## config.mk

```make
export PLATFORM = sky130hd
export DESIGN_NAME = uebc_top
export DESIGN_NICKNAME = d
export VERILOG_FILES = /design/src/uebc_pkg.sv /design/src/uebc_prescaler.sv /design/src/uebc_top.sv
export SDC_FILE = /design/constraint.sdc
export NUM_CORES = 1
export LEC_CHECK = 0
export ABC_AREA = 0
export BUFFER_PORTS_ARGS = -buffer_cell sky130_fd_sc_hd__buf_2
export CAP_MARGIN = 10
export CORE_ASPECT_RATIO = 0.7
export CORE_MARGIN = 2
export CORE_UTILIZATION = 45
export CTS_CLUSTER_DIAMETER = 120
export DETAILED_ROUTE_END_ITERATION = 8
export GPL_ROUTABILITY_DRIVEN = 1
export GPL_TIMING_DRIVEN = 0
export PLACE_DENSITY = 0.79
export SYNTH_ARGS = -nofsm -noshare
export SYNTH_HDL_FRONTEND = slang
export SYNTH_SLANG_ARGS = --single-unit
```

## constraint.sdc

```tcl
create_clock -name clk -period 3.5 [get_ports clk]
set_input_delay 0.35 -clock clk [delete_from_list [all_inputs] [get_ports clk]]
set_output_delay 0.35 -clock clk [all_outputs]
set_load 0.02 [all_outputs]
```

## src/uebc_pkg.sv

```systemverilog
package uebc_pkg;

    // register indices, byte address is four times the index
    localparam logic [3:0] IDX_MODULE_IDENTITY = 4'h0;
    localparam logic [3:0] IDX_LC_SHADOW = 4'h1;
    localparam logic [3:0] IDX_FC_SHADOW = 4'h2;
    localparam logic [3:0] IDX_LINE_CONTROL = 4'h3;
    localparam logic [3:0] IDX_EXT_ONE = 4'h4;
    localparam logic [3:0] IDX_BANK2_RSVD = 4'h5;
    localparam logic [3:0] IDX_EXT_TWO = 4'h6;
    localparam logic [3:0] IDX_TX_LEVEL = 4'h7;
    localparam logic [3:0] IDX_RX_LEVEL = 4'h8;
    localparam logic [3:0] IDX_MODEM_CONTROL = 4'h9;
    localparam logic [3:0] IDX_FIFO_CONTROL = 4'ha;
    localparam logic [3:0] IDX_DIV_LOW = 4'hb;
    localparam logic [3:0] IDX_DIV_HIGH = 4'hc;

    localparam int unsigned ADDR_W = 6;
    localparam int unsigned IDX_LSB = 2;
    localparam int unsigned COUNT_W = 5;

    // extended_control_one fields
    localparam int unsigned EXT_SEL_BIT = 0;
    localparam int unsigned LOOP_BIT = 4;
    localparam int unsigned TDL_BIT = 5;
    localparam int unsigned BAUD_TEST_BIT = 7;
    localparam logic [7:0] EXT_ONE_STORE_MASK = 8'ha1;

    // extended_control_two fields
    localparam int unsigned PRESC_LSB = 4;
    localparam int unsigned LOCK_BIT = 7;
    localparam logic [7:0] EXT_TWO_STORE_MASK = 8'hb0;

    // modem_control low bits
    localparam int unsigned MC_DTR_BIT = 0;
    localparam int unsigned MC_RTS_BIT = 1;
    localparam int unsigned MC_OUT1_BIT = 2;
    localparam int unsigned MC_OUT2_BIT = 3;

    // reset values
    localparam logic [7:0] EXT_ONE_RST = 8'h00;
    localparam logic [7:0] EXT_TWO_RST = 8'h00;
    localparam logic [7:0] BYTE_RST = 8'h00;
    localparam logic [3:0] MC_LOW_RST = 4'h0;
    localparam logic [15:0] DIVISOR_RST = 16'h0001;
    localparam logic [5:0] PINS_IDLE = 6'h3f;

    // identity, values are arbitrary
    localparam logic [3:0] MODULE_TYPE_DEF = 4'h5;
    localparam logic [3:0] REVISION_DEF = 4'h1;

    // prescaler selects and their ratio as numerator over modulus
    localparam logic [1:0] PRESC_DIV13 = 2'b00;
    localparam logic [1:0] PRESC_DIV1P625 = 2'b01;
    localparam logic [1:0] PRESC_RSVD = 2'b10;
    localparam logic [1:0] PRESC_DIV1 = 2'b11;
    localparam logic [4:0] PRESC_MOD_13 = 5'h0d;
    localparam logic [4:0] PRESC_MOD_1 = 5'h01;
    localparam logic [4:0] PRESC_NUM_FRAC = 5'h08;
    localparam logic [4:0] PRESC_NUM_1 = 5'h01;

    typedef struct packed {
        logic dcd;
        logic ri;
        logic dsr;
        logic cts;
    } uebc_modem_s;

    typedef struct packed {
        logic [COUNT_W-1:0] tx_count;
        logic [COUNT_W-1:0] rx_count;
    } uebc_levels_s;

    typedef struct packed {
        logic sin;
        logic irrx;
        logic dsr_n;
        logic cts_n;
        logic ri_n;
        logic dcd_n;
    } uebc_pins_s;

endpackage

```

## src/uebc_prescaler.sv

```systemverilog
`timescale 1ns/100ps
`default_nettype none

module uebc_prescaler (
    input wire logic clk,
    input wire logic rst_n,
    input wire logic [1:0] sel,
    output logic tick
);

    typedef struct packed {
        logic [4:0] acc;
        logic tick;
    } uebc_presc_state_s;

    uebc_presc_state_s q;
    uebc_presc_state_s d;
    logic [4:0] num;
    logic [4:0] modulus;
    logic [5:0] sum;

    // fractional divider: adds num per cycle, ticks on each wrap
    always_comb begin
        d = q;
        case (sel)
            uebc_pkg::PRESC_DIV13: begin
                num = uebc_pkg::PRESC_NUM_1;
                modulus = uebc_pkg::PRESC_MOD_13;
            end
            uebc_pkg::PRESC_DIV1P625: begin
                num = uebc_pkg::PRESC_NUM_FRAC;
                modulus = uebc_pkg::PRESC_MOD_13;
            end
            uebc_pkg::PRESC_DIV1: begin
                num = uebc_pkg::PRESC_NUM_1;
                modulus = uebc_pkg::PRESC_MOD_1;
            end
            default: begin // reserved code falls back to divide by 13
                num = uebc_pkg::PRESC_NUM_1;
                modulus = uebc_pkg::PRESC_MOD_13;
            end
        endcase
        sum = {1'b0, q.acc} + {1'b0, num};
        if (sum >= {1'b0, modulus}) begin // RULE11
            d.acc = 5'(sum - {1'b0, modulus});
            d.tick = 1'b1;
        end else begin
            d.acc = sum[4:0];
            d.tick = 1'b0;
        end
    end

    always_ff @(posedge clk or negedge rst_n) begin
        if (!rst_n) begin
            q <= '0;
        end else begin
            q <= d;
        end
    end

    assign tick = q.tick;

endmodule

`default_nettype wire

```

## src/uebc_top.sv

```systemverilog
// How it works
// RULE1: reset clears both extended control registers to zero.
// RULE2: extended select bit 0 puts the port into extended mode.
// RULE3: loopback bit 4 shared with modem control bit 4; tx feeds rx.
// RULE4: extended loopback: dtr drives dsr and ri, rts drives cts and dcd.
// RULE5: loopback keeps interrupts; modem sources are modem control bits.
// RULE6: loopback cuts serial and infrared receive pins, loops transmit.
// RULE7: loopback holds serial out high, infrared low, unless tx enabled.
// RULE8: transmit-during-loopback bit 5 lets serial output run normally.
// RULE9: loopback cuts four modem status pins, uses modem control low bits.
// RULE10: baud test bit 7 puts baud generator output on terminal-ready pin.
// RULE11: prescaler divides input clock by 13, 1.625 or 1 per select.
// RULE12: lock bit moves non-extended divisor accesses to two scratchpads.
// RULE13: software keeps lock bit zero while extended mode is selected.
// RULE14: bank two reserved register resets zero, reads zero.
// RULE15: transmit level register shows transmit fifo byte count, upper zero.
// RULE16: receive level register shows receive fifo byte count, upper zero.
// RULE17: software reads level three times to get a stable count.
// RULE18: identity register returns module type high, revision low.
// RULE19: line control shadow returns line control, written at offset 03h.
// RULE20: fifo control shadow returns the write-only fifo control register.
// RULE21: reserved extended control bits read zero and do nothing.
//
// The implementer's own choice: the APB interface to the registers.
`timescale 1ns/100ps
`default_nettype none

module uebc_top #(
    parameter logic [3:0] MODULE_TYPE = uebc_pkg::MODULE_TYPE_DEF,
    parameter logic [3:0] REVISION = uebc_pkg::REVISION_DEF
) (
    input wire logic clk,
    input wire logic rstn,
    input wire logic psel,
    input wire logic penable,
    input wire logic pwrite,
    input wire logic [uebc_pkg::ADDR_W-1:0] paddr,
    input wire logic [31:0] pwdata,
    input wire logic [3:0] pstrb,
    output logic [31:0] prdata,
    output logic pready,
    output logic pslverr,
    input wire uebc_pkg::uebc_pins_s pins_in,
    input wire logic core_sout,
    input wire logic core_irtx,
    input wire uebc_pkg::uebc_levels_s levels,
    output logic sout,
    output logic irtx,
    output logic dtr_n,
    output logic rts_n,
    output logic core_sin,
    output logic core_irrx,
    output uebc_pkg::uebc_modem_s modem,
    output logic extended_mode,
    output logic loopback,
    output logic [15:0] divisor,
    output logic baud_tick,
    output logic [7:0] line_control,
    output logic [7:0] fifo_control
);

    typedef struct packed {
        logic [31:0] prdata;
        logic pready;
        logic pslverr;
        logic [7:0] ext_one;
        logic [7:0] ext_two;
        logic loop;
        logic [3:0] mc_low;
        logic [7:0] line_control;
        logic [7:0] fifo_control;
        logic [15:0] divisor;
        logic [7:0] scratch_low;
        logic [7:0] scratch_high;
        logic [5:0] s1;
        logic [5:0] s2;
        logic [5:0] s3;
        logic [5:0] pins_f;
        logic [15:0] baud_cnt;
        logic baud_tick;
        logic sout;
        logic irtx;
        logic dtr_n;
        logic rts_n;
        logic core_sin;
        logic core_irrx;
        uebc_pkg::uebc_modem_s modem;
    } uebc_state_s;

    uebc_state_s q;
    uebc_state_s d;
    logic [1:0] rst_sync_q;
    logic rst_n;
    logic presc_tick;
    logic [3:0] idx;
    logic [7:0] wbyte;
    logic [7:0] rd_byte;
    logic hit;
    logic setup;
    logic wr_en;
    logic scratch;
    logic ext;
    logic quiet_tx;
    logic [5:0] agree;
    uebc_pkg::uebc_pins_s pf;

    // divisor locations lead to the scratchpads when locked outside
    // extended mode; read and write decode must agree
    function automatic logic to_scratch(input logic lock, input logic ext_sel);
        to_scratch = lock & ~ext_sel;
    endfunction

    // reset released through two flops so release is clean to clk
    always_ff @(posedge clk or negedge rstn) begin
        if (!rstn) begin
            rst_sync_q <= 2'b00;
        end else begin
            rst_sync_q <= {rst_sync_q[0], 1'b1};
        end
    end

    assign rst_n = rst_sync_q[1];

    uebc_prescaler u_presc (
        .clk(clk),
        .rst_n(rst_n),
        .sel(q.ext_two[uebc_pkg::PRESC_LSB+1:uebc_pkg::PRESC_LSB]),
        .tick(presc_tick)
    );

    always_comb begin
        d = q;
        idx = paddr[uebc_pkg::IDX_LSB+3:uebc_pkg::IDX_LSB];
        wbyte = pwdata[7:0];
        setup = psel & ~penable;
        wr_en = psel & penable & q.pready & pwrite & pstrb[0];
        ext = q.ext_one[uebc_pkg::EXT_SEL_BIT]; // RULE2
        scratch = to_scratch(q.ext_two[uebc_pkg::LOCK_BIT], ext);
        pf = q.pins_f;

        // read decode; level counts are sampled live, not frozen
        rd_byte = 8'h00;
        hit = 1'b1;
        case (idx)
            uebc_pkg::IDX_MODULE_IDENTITY: begin
                rd_byte = {MODULE_TYPE, REVISION}; // RULE18
            end
            uebc_pkg::IDX_LC_SHADOW: begin
                rd_byte = q.line_control; // RULE19
            end
            uebc_pkg::IDX_FC_SHADOW: begin
                rd_byte = q.fifo_control; // RULE20
            end
            uebc_pkg::IDX_LINE_CONTROL: begin
                rd_byte = q.line_control;
            end
            uebc_pkg::IDX_EXT_ONE: begin
                rd_byte = q.ext_one; // RULE21
                rd_byte[uebc_pkg::LOOP_BIT] = q.loop;
            end
            uebc_pkg::IDX_BANK2_RSVD: begin
                rd_byte = 8'h00; // RULE14
            end
            uebc_pkg::IDX_EXT_TWO: begin
                rd_byte = q.ext_two; // RULE21
            end
            uebc_pkg::IDX_TX_LEVEL: begin
                rd_byte = {3'h0, levels.tx_count}; // RULE15
            end
            uebc_pkg::IDX_RX_LEVEL: begin
                rd_byte = {3'h0, levels.rx_count}; // RULE16
            end
            uebc_pkg::IDX_MODEM_CONTROL: begin
                rd_byte = {3'h0, q.loop, q.mc_low}; // RULE3
            end
            uebc_pkg::IDX_FIFO_CONTROL: begin
                rd_byte = 8'h00; // write-only location
            end
            uebc_pkg::IDX_DIV_LOW: begin
                rd_byte = scratch ? q.scratch_low : q.divisor[7:0]; // RULE12
            end
            uebc_pkg::IDX_DIV_HIGH: begin
                rd_byte = scratch ? q.scratch_high : q.divisor[15:8]; // RULE12
            end
            default: begin
                hit = 1'b0;
            end
        endcase

        // no wait state: answer prepared in setup, shown in the first access cycle
        d.pready = setup;
        d.pslverr = setup & ~hit;
        d.prdata = setup ? {24'h000000, rd_byte} : 32'h00000000;

        // writes take effect at the access edge only
        if (wr_en) begin
            case (idx)
                uebc_pkg::IDX_LINE_CONTROL: begin
                    d.line_control = wbyte; // RULE19
                end
                uebc_pkg::IDX_EXT_ONE: begin
                    d.ext_one = wbyte & uebc_pkg::EXT_ONE_STORE_MASK; // RULE21
                    d.loop = wbyte[uebc_pkg::LOOP_BIT]; // RULE3
                end
                uebc_pkg::IDX_EXT_TWO: begin
                    d.ext_two = wbyte & uebc_pkg::EXT_TWO_STORE_MASK; // RULE21
                end
                uebc_pkg::IDX_MODEM_CONTROL: begin
                    d.mc_low = wbyte[3:0];
                    d.loop = wbyte[uebc_pkg::LOOP_BIT]; // RULE3
                end
                uebc_pkg::IDX_FIFO_CONTROL: begin
                    d.fifo_control = wbyte; // RULE20
                end
                uebc_pkg::IDX_DIV_LOW: begin
                    if (scratch) begin // RULE12
                        d.scratch_low = wbyte;
                    end else begin
                        d.divisor[7:0] = wbyte;
                    end
                end
                uebc_pkg::IDX_DIV_HIGH: begin
                    if (scratch) begin // RULE12
                        d.scratch_high = wbyte;
                    end else begin
                        d.divisor[15:8] = wbyte;
                    end
                end
                default: begin
                end
            endcase
        end

        // three-stage pin sync; a bit moves once stages two and three agree
        d.s1 = pins_in;
        d.s2 = q.s1;
        d.s3 = q.s2;
        agree = q.s2 ~^ q.s3;
        d.pins_f = (agree & q.s3) | (~agree & q.pins_f);

        // baud generator counts prescaler ticks down from the divisor;
        // a divisor of zero behaves like one
        d.baud_tick = 1'b0;
        if (presc_tick) begin
            if (q.baud_cnt <= 16'h0001) begin
                d.baud_cnt = q.divisor;
                d.baud_tick = 1'b1;
            end else begin
                d.baud_cnt = q.baud_cnt - 16'h0001;
            end
        end

        // receive paths: pins cut off in loopback
        d.core_sin = q.loop ? core_sout : pf.sin; // RULE6
        d.core_irrx = q.loop ? core_irtx : pf.irrx; // RULE6

        // modem status: from pins, or from modem control in loopback;
        // the core's delta logic keeps raising modem interrupts either way
        if (q.loop) begin // RULE9 RULE5
            d.modem.dsr = q.mc_low[uebc_pkg::MC_DTR_BIT];
            d.modem.cts = q.mc_low[uebc_pkg::MC_RTS_BIT];
            if (ext) begin // RULE4
                d.modem.ri = q.mc_low[uebc_pkg::MC_DTR_BIT];
                d.modem.dcd = q.mc_low[uebc_pkg::MC_RTS_BIT];
            end else begin
                d.modem.ri = q.mc_low[uebc_pkg::MC_OUT1_BIT];
                d.modem.dcd = q.mc_low[uebc_pkg::MC_OUT2_BIT];
            end
        end else begin
            d.modem.dsr = ~pf.dsr_n;
            d.modem.cts = ~pf.cts_n;
            d.modem.ri = ~pf.ri_n;
            d.modem.dcd = ~pf.dcd_n;
        end

        // transmit pins idle in loopback unless transmit stays enabled
        quiet_tx = q.loop & ~q.ext_one[uebc_pkg::TDL_BIT]; // RULE8
        d.sout = quiet_tx ? 1'b1 : core_sout; // RULE7
        d.irtx = quiet_tx ? 1'b0 : core_irtx; // RULE7

        // rts, and dtr outside baud test, rest inactive in loopback so the line sees idle
        if (q.ext_one[uebc_pkg::BAUD_TEST_BIT]) begin
            d.dtr_n = q.baud_tick; // RULE10
        end else begin
            d.dtr_n = q.loop | ~q.mc_low[uebc_pkg::MC_DTR_BIT];
        end
        d.rts_n = q.loop | ~q.mc_low[uebc_pkg::MC_RTS_BIT];
    end

    // state register; idle pin levels avoid a false break at start
    always_ff @(posedge clk or negedge rst_n) begin
        if (!rst_n) begin
            q <= '0;
            q.ext_one <= uebc_pkg::EXT_ONE_RST; // RULE1
            q.ext_two <= uebc_pkg::EXT_TWO_RST; // RULE1
            q.mc_low <= uebc_pkg::MC_LOW_RST;
            q.line_control <= uebc_pkg::BYTE_RST;
            q.fifo_control <= uebc_pkg::BYTE_RST;
            q.divisor <= uebc_pkg::DIVISOR_RST;
            q.s1 <= uebc_pkg::PINS_IDLE;
            q.s2 <= uebc_pkg::PINS_IDLE;
            q.s3 <= uebc_pkg::PINS_IDLE;
            q.pins_f <= uebc_pkg::PINS_IDLE;
            q.sout <= 1'b1;
            q.dtr_n <= 1'b1;
            q.rts_n <= 1'b1;
            q.core_sin <= 1'b1;
            q.core_irrx <= 1'b1;
        end else begin
            q <= d;
        end
    end

    // every output straight from the state register
    assign prdata = q.prdata;
    assign pready = q.pready;
    assign pslverr = q.pslverr;
    assign sout = q.sout;
    assign irtx = q.irtx;
    assign dtr_n = q.dtr_n;
    assign rts_n = q.rts_n;
    assign core_sin = q.core_sin;
    assign core_irrx = q.core_irrx;
    assign modem = q.modem;
    assign extended_mode = q.ext_one[uebc_pkg::EXT_SEL_BIT];
    assign loopback = q.loop;
    assign divisor = q.divisor;
    assign baud_tick = q.baud_tick;
    assign line_control = q.line_control;
    assign fifo_control = q.fifo_control;

endmodule

`default_nettype wire
```

---- Yosys cells after proc, flatten, opt, wreduce, memory -nomap -nowiden ----
Cells that the tools add are included.
W data, S select, Z words.
cells by class
  add/sub/neg operators ................... 3
  $lt $le $gt $ge ......................... 2
  equal/unequal tests ..................... 14
  muxes and demuxes ....................... 18
  bitwise operators ....................... 26
  reduce and logical (&&, ||, !) cells .... 14
operator list
  operator                 number
  $pmux W8 S10             1
  $mux W8                  3
  $eq A4 B4 Y1 const B     5
  $eq A4 B3 Y1 const B     4
  $le A16 B1 Y1 const B    1
  $mux W16                 1
  $sub A16 B1 Y16 const B  1
  $reduce_or A13 Y1        1
  $and A6 B6 Y6            2
  $mux W4                  3
  $reduce_and A2 Y1        6
  $reduce_and A3 Y1        4
  $not A1 Y1               11
  $and A1 B1 Y1            8
  $eq A4 B2 Y1 const B     2
  $mux W1                  8
  $add A5 B4 Y6            1
  $ge A6 B4 Y1             1
  $mux W6                  1
  $not A6 Y6               1
  $or A6 B6 Y6             1
  $xnor A6 B6 Y6           1
  $sub A5 B4 Y5            1
  $eq A4 B1 Y1 const B     1
  6 further kinds          8
word-level totals
  flip-flop bits (word level) ............. 128
  input port bits ......................... 65
  output and inout port bits .............. 79
  word-level logic and storage cells ...... 109

---- Logic depth before layout (Yosys ltp) ----
  depth in word-level cells ............... 5
  depth in mapped cells ................... 9
  depth with buffers taken out ............ 9

---- Cells and area by module ----
Synthesis repeated with hierarchy kept, for this count alone.
unflattened totals
  cells, all modules ...................... 557
  area total of the unflattened synthesis .. 6357.3 um2
modules (own cells, without submodules)
  module          times used  cells an instance  area an instance (um2)  sequential area each (um2)
  uebc_top        1           516                5874.4                  3090.5
  uebc_prescaler  1           41                 483.0                   150.1

---- Worst setup path after synthesis ----
Ideal clock, no wire load.
  path type ............................... reg-to-reg
  start point ............................. register q[109] (netlist name)
  end point ............................... register u_presc.q[2] (netlist name)
  library setup time ...................... 125 ps
  arrival time ............................ 2545 ps
  required time ........................... 3375 ps
  slack ................................... 830 ps
  cell stages (with the launch flop) ...... 9
  cell sequence ........................... dfrtp_1 -> nand2b_1 -> ha_1 -> ha_1 -> xor2_1 -> ha_1 -> a21o_1 -> a2111oi_2 -> mux2_2
RTL lines
  item                  line                  RTL
  from (decl)           uebc_top.sv:90        uebc_state_s q;
  to (signal assigned)  uebc_prescaler.sv:55  q <= '0;
  to (signal assigned)  uebc_prescaler.sv:57  q <= d;
  to (decl)             uebc_prescaler.sv:16  uebc_presc_state_s q;

==> impl_metrics.yaml <==
timing:
  fin_tns_setup_ps: 0
  slew_viol_final: 0
  hold_viol: 0
  setup_ws_ps: 472.0
  timing.fmax_mhz: 330.3
  fin_worst_skew_ps: 9.876
  worst_pin_slew_ps: 823.0
  fin_crit_sh_pct: 86.51
  setup_viol: 0
  relSlewSlack_pct: 45.14
  fin_crit_ps: 3028
  rsz0062_at_grt: "no"
  whs_ps: 29.98
yosys:
  ys.flop_type: "dfrtp_1"
  yosys_register_bits: 128
  ys_warn_count: 0
  syn-instance-count: 563
  syn-cell-area_um2: 6481
  yosys-top-cells-count: "dfrtp_1 (98), buf_4 (68), mux2_2 (64)"
  syn_avg_cell_area_um2: 11.51
  yosysTopAreaCell: "dfrtp_1"
  ys_top_cells_by_area: "dfrtp_1 (38%), dfstp_2 (12%), mux2_2 (11%)"
  yosysMostFrequentCell: "dfrtp_1"
  async_flop_share_pct: 100.0
  ys_types: 67
  yosys.area.top_type_share_pct: 37.84
  synth_edf_count: 0
  yosysSeqAreaShare_pct: 50.00
route:
  drt_iter0_drc: 413
  finalWirelength_mm: 16.19
  post_drt_via_cell_ratio: 5.517
  antenna_left: 0
  dr.pass1.iters: 5
  wl_per_cell_um: 18.03
  routed-via-count: 4954
  drc_errors: 0
grt:
  grt_pass1_wl_mm: 25.90
  grt_start_max_net_pins: 65
  antenna_found_initial: 0
  gr-usage-all-layers_pct: 21.63
  grt_overflow: 0
  grt_pass1_vias: 4809
floorplanning:
  die_y_um: 104.4
  die_w_um: 147.4
  ios: 144
  dieArea_um2: 15390
  row_count: 36
  initial_core_util_pct: 46.27
  core_um2: 14010
layout:
  final_core_util_pct: 56.38
  multiInputGateArea_um2: 2668
  layout-drive-gt1-share_pct: 42.09
  antenna_cells: 0
  fin_nets: 769
  design_area_um2: 7898
  syn2layout_area_growth_pct: 21.85
  instances_no_fill: 898
  fillers: 1155
  ff_latch_area_um2: 3244
worst_setup_path:
  critPathMaxStageDelay_ps: 740
  crit_family: "compound AO/OA/AOI/OAI gates"
  slowest_stage: "a2111oi_2"
  ff2ff_path_depth: 8
  startpoint_type: "flop"
  critPathCaptureType: "flop"
  cp.buffers_inverters: 0
  critPathArrivalTime_ps: 3330
  path_max_fanout: 5
  cp_common_cell: "ha_1"
  required_ps: 3800
  cp.depth: 8
  crit_type: "reg -> reg"
  crit_chain: "nand2b_1 > ha_1 > ha_1 > xor2_1 > ha_1 > a21o_1 > a2111oi_2 > mux2_2"
clock_network:
  holdBufCountCts: 1
  clk_latency_ps: 420
  cts_sinks: 128
  cts-resized-gates: 0
  post_cts_buffers: 0
  clock_path_buffers: 2
  clockRootBuffer: "clkbuf_16"
  cts_max_level: 4
  cts_tree: "yes"
  clk_pin_slew_worst_paths_ps: 60
  cts_buffers: 17
placement:
  place_congestion: 0.9043
  post-place-ws_ps: 483.1
  dp_cells: 865
  place_area_um2: 7277
  port_buffers: 88
  dpl.hpwl_mm: 11.75
power:
  power.density_nw_per_um2: 628.2
  p_total_mw: 4.961
  ir_drop_uv: 436.2
  leakagePower_nw: 3.818
run:
  maxCapViolCount: 0
hold_path:
  hold_class: "in -> reg"
  whs_path_depth: 1
outcome:
  status: "finished clean"
[registers in the layout, indices dropped and copies added, names as in the netlist, 2 cells and up, named ones only]
name	cells
d	12
line_control	8
prdata	8
q	47
divisor	16
u_presc.q	5
modem	4
rst_sync_q	2
fifo_control	8
[where the power goes]
group | internal (mW) | total [mW] | switching, mW
Clock | 1.13 | 1.79 | 0.660
Combinational | 0.612 | 1.39 | 0.776
Sequential | 1.65 | 1.79 | 0.140
[final timing paths]
kind / startpoint / endpoint / slack [ps]
hold / removal: pins_in[4] / d[43]$_DFF_PN1_ / 30
max in group asynchronous: rst_sync_q[1]$_DFF_PN0_ / divisor[0]$_DFFE_PN1P_ / 2240
setup / recovery: q[109]$_DFFE_PN0P_ / u_presc.q[3]$_DFF_PN0_ / 470
setup reg to reg: q[109]$_DFFE_PN0P_ / u_presc.q[3]$_DFF_PN0_ / 470
hold reg to reg: rst_sync_q[0]$_DFF_PN0_ / rst_sync_q[1]$_DFF_PN0_ / 350
min in group asynchronous: rstn / rst_sync_q[1]$_DFF_PN0_ / 240
[cell type report]
class / instances / share of cell area, %
flip-flops and latches: 128 / 41.08
repair buffers: 90 / 6.052
clock buffers: 22 / 6.559
multi-input cells: 355 / 33.78
inverters: 14 / 0.6654
well taps: 190 / 3.010
plain buffers: 89 / 7.684
clock inverters: 10 / 1.172
[kinds of logic (layout without fill, tap and decap cells)]
| kind of cell | after synthesis | after routing | share of synthesized area, % |
|---|---|---|---|
| adders and majority gates | 15 | 15 | 2.664 |
| xor gates and xnor gates | 7 | 7 | 0.9460 |
| other | 2 | 25 | 0.1159 |
| DFF | 128 | 128 | 50.00 |
| buffers and inverters | 103 | 225 | 10.17 |
| AOI/OAI and AO/OA | 90 | 90 | 10.43 |
| muxes | 85 | 85 | 14.36 |
| and+or+nand+nor | 133 | 133 | 11.31 |
[cells in the final DEF, fill, tap and decap left out, types with 7 or more instances in the layout]
master,instances
nor2_1,21
o22ai_1,8
nand4_1,7
nand2b_1,9
nand3_1,15
buf_2,90
o31a_1,7
inv_1,13
a32oi_1,7
mux2_2,64
nor3_1,11
mux2i_1,21
a31oi_1,7
nor2b_1,8
clkbuf_1,15
dfrtp_1,97
conb_1,25
nand2_1,27
dfstp_2,30
ha_1,9
a211oi_1,8
o21ai_0,11
a21oi_1,9
nor4_1,7
buf_4,68
and2_1,8
clkbuf_16,20
[layer usage]
metal	GRT usage [%]	up-vias	share of wire (%)
li1	-	2220	-
met1	31.36	2457	46
met2	31.48	250	44
met3	5.877	27	8.4
met4	6.937	0	1.5
met5	0	-	0
No activity file was read; power rests on OpenSTA's default activity.
